==> src/verilog/eba_regs.svh <==
// Constants for the external bus arbitration and cycle shaping block.
// Assumes inclusion by the package and the design modules; definitions only.
// Notes on behaviour
// - In multiplexed mode the latch strobe lasts 0.5 or 1.5 cycles, one select bit.
// - After reset the strobe width is the longer 1.5 cycles; here every access takes its width from latch_strobe_width_sel_i.
// - The chosen strobe width applies to every access, whatever the block.
// - With recovery on, one or two dummy cycles separate back-to-back cycles.
// - Read and write recovery are selected independently, per block.
// - Each block has its own dummy count; the completed access's block decides.
// - The outside master gets only the external bus, never internal resources.
// - Internal RAM, ROM and register accesses continue while the bus is granted.
// - External requests stall while granted away; no pre-emption of the master.
// - The request is sampled at the end of each external bus cycle.
// - Grant asserts acknowledge and floats address, data and control together.
// - Acknowledge asserts only once the current bus cycle has completed.
// - A dynamically sized transfer finishes all its cycles before a grant.
// - A pending request is accepted only at an external bus cycle boundary.
// - A request during a two-cycle recovery waits until a waiting access's bus cycle completes.
// - On request release the device drops acknowledge and retakes the bus.
`ifndef EBA_REGS_SVH
`define EBA_REGS_SVH
`define EBA_BLOCKS        4
`define EBA_BLK_W         2
`define EBA_RCV_W         2
`define EBA_ADDR_PHASE    2
`define EBA_DATA_PHASE    1
`define EBA_WAIT_W        3
`define EBA_ALE_RST       1'b1
`define EBA_RCV_OFF       2'h0
`define EBA_RCV_ONE       2'h1
`define EBA_RCV_TWO       2'h2
`endif

==> src/verilog/eba_pkg.sv <==
// Types shared by the external bus arbitration block.
// Assumes the constants header is on the include path.
`include "eba_regs.svh"
package eba_pkg;
	typedef enum logic [2:0] {
		EBA_IDLE,
		EBA_ADDR,
		EBA_STRB,
		EBA_DATA,
		EBA_RCV,
		EBA_GRANT
	} eba_state_t;
endpackage

==> src/verilog/eba_sync.sv <==
// Two-stage synchroniser for an asynchronous level.
// Assumes the input comes from a pin outside the clock domain.
`timescale 1ns/1ps
`default_nettype none
module eba_sync (
	input  wire logic clock_i,  // System clock.
	input  wire logic srst_i,   // Synchronous reset, active high.
	input  wire logic rst_val_i,// Level held during reset.
	input  wire logic async_i,  // Asynchronous level.
	output logic      sync_o    // Synchronised level.
);
	logic meta_q;
	logic meta_d;
	logic sync_d;

	always_comb begin
		meta_d = srst_i ? rst_val_i : async_i;
		sync_d = srst_i ? rst_val_i : meta_q;
	end

	always_ff @(posedge clock_i) begin
		meta_q <= meta_d;
		sync_o <= sync_d;
	end
endmodule
`default_nettype wire

==> src/verilog/eba_arbiter.sv <==
// External bus cycle shaping (strobe width, recovery) and bus grant logic.
// Assumes one requester presents one external cycle at a time with block, direction
// and a flag saying more pieces of a sized transfer follow; internal accesses bypass.
`timescale 1ns/1ps
`default_nettype none
`include "eba_regs.svh"
module eba_arbiter
	import eba_pkg::*;
(
	input  wire logic                   clock_i,                // 125 MHz system clock.
	input  wire logic                   srst_i,                 // Synchronous reset.
	input  wire logic                   mux_mode_i,             // 1: multiplexed bus mode.
	input  wire logic                   latch_strobe_width_sel_i, // 1: 1.5 cycles.
	input  wire logic [2*`EBA_BLOCKS-1:0] read_recovery_sel_i,  // Per block, 2 bits.
	input  wire logic [2*`EBA_BLOCKS-1:0] write_recovery_sel_i, // Per block, 2 bits.
	input  wire logic                   ext_req_i,              // External access request.
	input  wire logic [`EBA_BLK_W-1:0]  ext_blk_i,              // Target address block.
	input  wire logic                   ext_write_i,            // 1: write access.
	input  wire logic                   ext_more_i,             // More sized pieces follow.
	input  wire logic                   int_req_i,              // Internal memory access.
	input  wire logic                   ext_master_request_n_i, // Outside master request.
	output logic                        ext_ack_o,              // External access done.
	output logic                        int_ack_o,              // Internal access done.
	output logic                        ext_stall_o,            // External request stalled.
	output logic                        latch_strobe_o,         // Address latch strobe.
	output logic                        latch_strobe_half_o,    // Half-cycle extension.
	output logic                        rd_strobe_o,            // Read strobe, active high.
	output logic                        wr_strobe_o,            // Write strobe, active high.
	output logic                        bus_oe_o,               // Address/data/control drive.
	output logic                        dummy_cycle_o,          // Recovery cycle in progress.
	output logic                        ext_master_grant_n_o    // Acknowledge, active low.
);
	eba_state_t                 state_q, state_d;
	logic [`EBA_RCV_W-1:0]      rcv_cnt_q, rcv_cnt_d;
	logic                       pend_q, pend_d;
	logic                       width_q, width_d;
	logic                       grant_n_q, grant_n_d;
	logic                       oe_q, oe_d;
	logic                       ext_ack_q, ext_ack_d;
	logic                       int_ack_q, int_ack_d;
	logic                       ale_q, ale_d;
	logic                       ale_half_q, ale_half_d;
	logic                       rd_q, rd_d;
	logic                       wr_q, wr_d;
	logic                       dummy_q, dummy_d;
	logic                       stall_q, stall_d;
	logic                       busy_q, busy_d;
	logic                       more_q, more_d;
	logic                       wr_dir_q, wr_dir_d;
	logic [`EBA_BLK_W-1:0]      blk_q, blk_d;
	logic                       req_n_sync;
	logic                       req_seen;
	logic [`EBA_RCV_W-1:0]      rcv_need;

	// Recovery count for the block and direction of the access just completed.
	function automatic logic [`EBA_RCV_W-1:0] rcv_lookup(
		input logic [2*`EBA_BLOCKS-1:0] rsel,
		input logic [2*`EBA_BLOCKS-1:0] wsel,
		input logic [`EBA_BLK_W-1:0]    blk,
		input logic                     wr
	);
		logic [`EBA_RCV_W-1:0] v;
		v = wr ? wsel[blk*2 +: 2] : rsel[blk*2 +: 2];
		if (v > `EBA_RCV_TWO) begin
			v = `EBA_RCV_TWO;
		end
		return v;
	endfunction

	eba_sync u_req_sync (
		.clock_i   (clock_i),
		.srst_i    (srst_i),
		.rst_val_i (1'b1),
		.async_i   (ext_master_request_n_i),
		.sync_o    (req_n_sync)
	);

	assign req_seen = ~req_n_sync;
	assign rcv_need = rcv_lookup(read_recovery_sel_i, write_recovery_sel_i, blk_q, wr_dir_q);

	// Internal accesses never wait for the external bus owner.
	always_comb begin
		int_ack_d = ~srst_i & int_req_i & ~int_ack_q;
	end

	always_comb begin
		state_d    = state_q;
		rcv_cnt_d  = rcv_cnt_q;
		pend_d     = pend_q;
		width_d    = width_q;
		grant_n_d  = grant_n_q;
		oe_d       = oe_q;
		ext_ack_d  = 1'b0;
		ale_d      = 1'b0;
		ale_half_d = 1'b0;
		rd_d       = 1'b0;
		wr_d       = 1'b0;
		dummy_d    = 1'b0;
		stall_d    = 1'b0;
		busy_d     = busy_q;
		more_d     = more_q;
		wr_dir_d   = wr_dir_q;
		blk_d      = blk_q;
		case (state_q)
			EBA_IDLE: begin
				// Bus cycle boundary: a pending request wins over a new access unless more sized pieces follow.
				if (req_seen && !(more_q && busy_q)) begin
					state_d   = EBA_GRANT;
					grant_n_d = 1'b0;
					oe_d      = 1'b0;
					stall_d   = ext_req_i;
				end else if (ext_req_i && !ext_ack_q) begin
					state_d  = EBA_ADDR;
					busy_d   = 1'b1;
					more_d   = ext_more_i;
					wr_dir_d = ext_write_i;
					blk_d    = ext_blk_i;
					width_d  = latch_strobe_width_sel_i;
					ale_d    = mux_mode_i;
					ale_half_d = mux_mode_i & latch_strobe_width_sel_i;
					rcv_cnt_d = `EBA_RCV_W'(0);
				end
			end
			EBA_ADDR: begin
				// Long width holds the address one extra cycle before the strobe.
				if (width_q) begin
					state_d = EBA_STRB;
					ale_d   = 1'b0;
				end else begin
					state_d = EBA_DATA;
					rd_d    = ~wr_dir_q;
					wr_d    = wr_dir_q;
				end
			end
			EBA_STRB: begin
				state_d = EBA_DATA;
				rd_d    = ~wr_dir_q;
				wr_d    = wr_dir_q;
			end
			EBA_DATA: begin
				ext_ack_d = 1'b1;
				pend_d    = pend_q | req_seen;
				if (!more_q) begin
					busy_d = 1'b0;
				end
				if (rcv_need != `EBA_RCV_OFF) begin
					state_d   = EBA_RCV;
					rcv_cnt_d = rcv_need;
					dummy_d   = 1'b1;
				end else begin
					state_d = EBA_IDLE;
				end
			end
			EBA_RCV: begin
				// With two dummy cycles a pending request first launches the waiting cycle here, so the
				// request is honoured after it completes; after one dummy cycle it is granted from idle.
				pend_d = pend_q | req_seen;
				if (rcv_cnt_q == `EBA_RCV_ONE) begin
					state_d = EBA_IDLE;
					// After a single dummy cycle the acknowledge still stands, so the
					// access just finished must not be launched a second time.
					if (ext_req_i && pend_d && !ext_ack_q) begin
						state_d  = EBA_ADDR;
						busy_d   = 1'b1;
						more_d   = ext_more_i;
						wr_dir_d = ext_write_i;
						blk_d    = ext_blk_i;
						width_d  = latch_strobe_width_sel_i;
						ale_d    = mux_mode_i;
						ale_half_d = mux_mode_i & latch_strobe_width_sel_i;
						pend_d   = 1'b0;
					end
				end else begin
					dummy_d = 1'b1;
				end
				rcv_cnt_d = rcv_cnt_q - `EBA_RCV_W'(1);
			end
			EBA_GRANT: begin
				stall_d = ext_req_i;
				pend_d  = 1'b0;
				if (!req_seen) begin
					state_d   = EBA_IDLE;
					grant_n_d = 1'b1;
					oe_d      = 1'b1;
				end
			end
			default: begin
				state_d = EBA_IDLE;
			end
		endcase
		if (srst_i) begin
			state_d   = EBA_IDLE;
			rcv_cnt_d = `EBA_RCV_W'(0);
			pend_d    = 1'b0;
			width_d   = `EBA_ALE_RST;
			grant_n_d = 1'b1;
			oe_d      = 1'b1;
			ext_ack_d = 1'b0;
			ale_d     = 1'b0;
			ale_half_d = 1'b0;
			rd_d      = 1'b0;
			wr_d      = 1'b0;
			dummy_d   = 1'b0;
			stall_d   = 1'b0;
			busy_d    = 1'b0;
			more_d    = 1'b0;
			wr_dir_d  = 1'b0;
			blk_d     = `EBA_BLK_W'(0);
		end
	end

	always_ff @(posedge clock_i) begin
		state_q    <= state_d;
		rcv_cnt_q  <= rcv_cnt_d;
		pend_q     <= pend_d;
		width_q    <= width_d;
		grant_n_q  <= grant_n_d;
		oe_q       <= oe_d;
		ext_ack_q  <= ext_ack_d;
		int_ack_q  <= int_ack_d;
		ale_q      <= ale_d;
		ale_half_q <= ale_half_d;
		rd_q       <= rd_d;
		wr_q       <= wr_d;
		dummy_q    <= dummy_d;
		stall_q    <= stall_d;
		busy_q     <= busy_d;
		more_q     <= more_d;
		wr_dir_q   <= wr_dir_d;
		blk_q      <= blk_d;
	end

	assign ext_ack_o            = ext_ack_q;
	assign int_ack_o            = int_ack_q;
	assign ext_stall_o          = stall_q;
	assign latch_strobe_o       = ale_q;
	assign latch_strobe_half_o  = ale_half_q;
	assign rd_strobe_o          = rd_q;
	assign wr_strobe_o          = wr_q;
	assign bus_oe_o             = oe_q;
	assign dummy_cycle_o        = dummy_q;
	assign ext_master_grant_n_o = grant_n_q;
endmodule
`default_nettype wire

==> config.mk <==
export PLATFORM = sky130hd
export DESIGN_NAME = eba_arbiter
export DESIGN_NICKNAME = d
export VERILOG_FILES = /design/src/verilog/eba_pkg.sv /design/src/verilog/eba_sync.sv /design/src/verilog/eba_arbiter.sv
export VERILOG_INCLUDE_DIRS = /design/src /design/src/verilog
export SDC_FILE = /design/constraint.sdc
export NUM_CORES = 1
export LEC_CHECK = 0
export BUFFER_PORTS_ARGS = -buffer_cell sky130_fd_sc_hd__buf_2
export CAP_MARGIN = 20
export CORE_MARGIN = 1.5
export CORE_UTILIZATION = 50
export DETAILED_ROUTE_END_ITERATION = 8
export PLACE_DENSITY = 0.82
export SYNTH_ARGS = -nofsm -noshare
export SYNTH_HDL_FRONTEND = slang
export SYNTH_SLANG_ARGS = --single-unit
export TNS_END_PERCENT = 1
==> constraint.sdc <==
create_clock -name clock_i -period 3.4 [get_ports clock_i]
set_input_delay 0.34 -clock clock_i [delete_from_list [all_inputs] [get_ports clock_i]]
set_output_delay 0.34 -clock clock_i [all_outputs]
set_load 0.005 [all_outputs]
==> flow_summary.yaml <==
timing:
  post-route-min-period_ns: 1.79
  hold_ws_ns: 0.204
  report.final.slew_viol_count: 0
  fin_skew_ns: 0.00570
  fin_tns_setup_ns: 0
  setup_viol: 0
  fmax_mhz: 557
  post-route-period-util: 0.528
  relSlewSlack: 0.626
  rsz0062_at_grt: "no"
  tightest_slew_ns: 0.556
  hold_viol: 0
clocking:
  cts_tree: "yes"
  clk_path_buf_depth: 2
  clk_pin_slew_ns: 0.13
  cts_max_level: 1
  postCtsHoldBufs: 0
  cts_sinks: 23
  cts_resized: 0
  insertion_delay_ns: 0.31
  cts_buffers: 3
  cts_root_buf: "clkbuf_4"
  post_cts_buffers: 0
finish:
  finalNonFillerCells: 185
  layout_common_cells: "36 x buf_2, 23 x dfxtp_1, 11 x a21oi_1, 10 x nor2_1, 8 x o21ai_0"
  syn2layout_area_growth_pct: 15.7
  postLayoutCellArea_sq_mm: 0.00139
  finalCoreUtilization: 0.620
  final_common_cell: "buf_2"
  top_regs: "state_q: 3 flops, blk_q: 2 flops, rcv_cnt_q: 2 flops"
  largest_reg_flops: 3
  drive_gt1_frac: 0.331
  fin_nets: 186
  largest-register: "state_q"
  diodes: 0
floorplan:
  core-area_sq_mm: 0.00223
  start_util: 0.536
  die_w_um: 51.9
  die-area_sq_mm: 0.00270
  pin_count: 37
  placementRows: 17
  die_h_um: 51.9
setup_path:
  reg2reg_slack_ns: 1.61
  crit_path_frequent_cell: "nand2_1"
  cp_slowest_cell: "dfxtp_1"
  cp_slowest_stage_delay_ns: 0.67
  path_cells: "nand2_1 > o22ai_1 > nand2_1 > a211o_1"
  arrival_ns: 2.02
  cp_max_fo: 19
  start_kind: "flip-flop"
  crit_path_end_kind: "flip-flop"
  cp.required_ns: 3.62
  path_class: "reg -> reg"
synth:
  synth_edf_count: 0
  synth_compound_area_frac: 0.220
  postSynthAreaPerCell_sq_um: 9.50
  synth_seq_cells: 23
  synthFlopType: "dfxtp_1"
  yosysTopAreaCellShare: 0.385
  synth_area_leaders: "dfxtp_1 38%, mux4_2 7.5%, a21oi_1 4.6%, o21ai_0 3.3%, nor2_1 3.1%"
  synth_async_sr_flop_share: 0
  synth_top_family_by_area: "compound AO/OA/AOI/OAI gates"
  synth_adder_area_share: 0.0104
  synth_xor_area_frac: 0.00731
  syn_nets: 154
  yosysTopAreaCell: "dfxtp_1"
  ys.warnings.count: 0
  netlist-cell-type-count: 44
  synthesis.area_sq_mm: 0.00120
  synth_simple_gate_area_share: 0.213
  ys_seq_area_frac: 0.385
  syn_inst: 126
  synth_mux_area_frac: 0.110
global_routing:
  grt_max_degree: 24
  grt_usage: 0.233
  grt_pass1_vias: 1092
  antenna_found_initial: 0
  grt_pass1_wl_um: 4690
  overflow: 0
placed_design:
  place_congestion: 0.868
  hpwlAfterDp_um: 2090
  placed_area_sq_mm: 0.00136
  port_buffers: 36
  dp.cells: 181
min_path:
  hp-class: "in -> reg"
pwr:
  peakVddDrop_v: 0.000426
  powerDensity_mw_per_mm2: 675
  p_leak_nw: 0.547
routing:
  drt_first_pass_iters: 4
  drtIter0Drc: 46
  vias_per_cell: 5.98
  wl_per_cell_um: 15.0
  vias: 1107
  drc: 0
  totalWireLength_um: 2780
  ant_nets: 0
run:
  max_cap_violations: 0
status:
  status: "finished, final reports clean"
[critical path: cells and delay by family, from the launching register on]
kind,cells,cell delay [ns]
compound gates,2,0.70
flops,1,0.67
simple gates,2,0.33
[per-layer routing]
metal / global-route usage / share of wire / routed length [um]
met2: 0.411 / 0.50 / 1390
met4: 0.0877 / 0.021 / 59
met1: 0.280 / 0.43 / 1200
met5: 0 / 0 / 0
met3: 0.0402 / 0.045 / 124
[layout make-up]
class,count,area (sq um)
multi-input cells,91,672
repair buffers,36,180
fillers,214,848
inverters,3,11.3
flip-flops and latches,23,460
clock buffers,4,26.3
well taps,28,35.0
[worst paths after layout]
path,start,end,cells past startpoint
hold / removal,ext_master_request_n_i,u_req_sync.meta_q,2
hold reg to reg,int_ack_o,int_ack_o,1
setup / recovery,state_q[2],width_q,4
setup reg to reg,state_q[2],width_q,4
[stage by stage]
| stage | setup WS (ns) | power, mW |
|---|---|---|
| 2_1_floorplan | 1.83 | 0.730 |
| 3_3_place_gp | 1.69 | 0.787 |
| 3_5_place_dp | 1.61 | 0.810 |
| 4_1_cts | 1.60 | 0.932 |
| 5_1_grt | 1.40 | 1.00 |
| 6_report | 1.61 | 0.935 |
[synth_stat cells, drive strengths merged (2+ instances only)]
cell / instances
dfxtp: 23
o21ai: 9
nor3: 4
inv: 3
mux2i: 3
nor3b: 2
nand3b: 2
nand2: 4
or2: 2
buf: 4
clkbuf: 5
mux4: 4
a211o: 4
nor4b: 2
o31ai: 3
o211ai: 2
a21o: 2
nand2b: 3
a21oi: 11
nor2: 10
a211oi: 3
nand3: 4
nor2b: 2
[report_power, final]
| part | switching, mW | total (mW) | internal, mW |
|---|---|---|---|
| combinational | 0.179 | 0.365 | 0.186 |
| sequential | 0.112 | 0.443 | 0.331 |
| clock | 0.0818 | 0.128 | 0.0459 |
[logic make-up (layout without fill, tap and decap cells)]
family,after synthesis,in the layout
simple gates,42,42
compound gates,39,39
flops,23,23
buf+inv,12,43
mux,8,8
fa+ha+maj,1,1
xor+xnor,1,1
(Power assumes the default switching activity.)
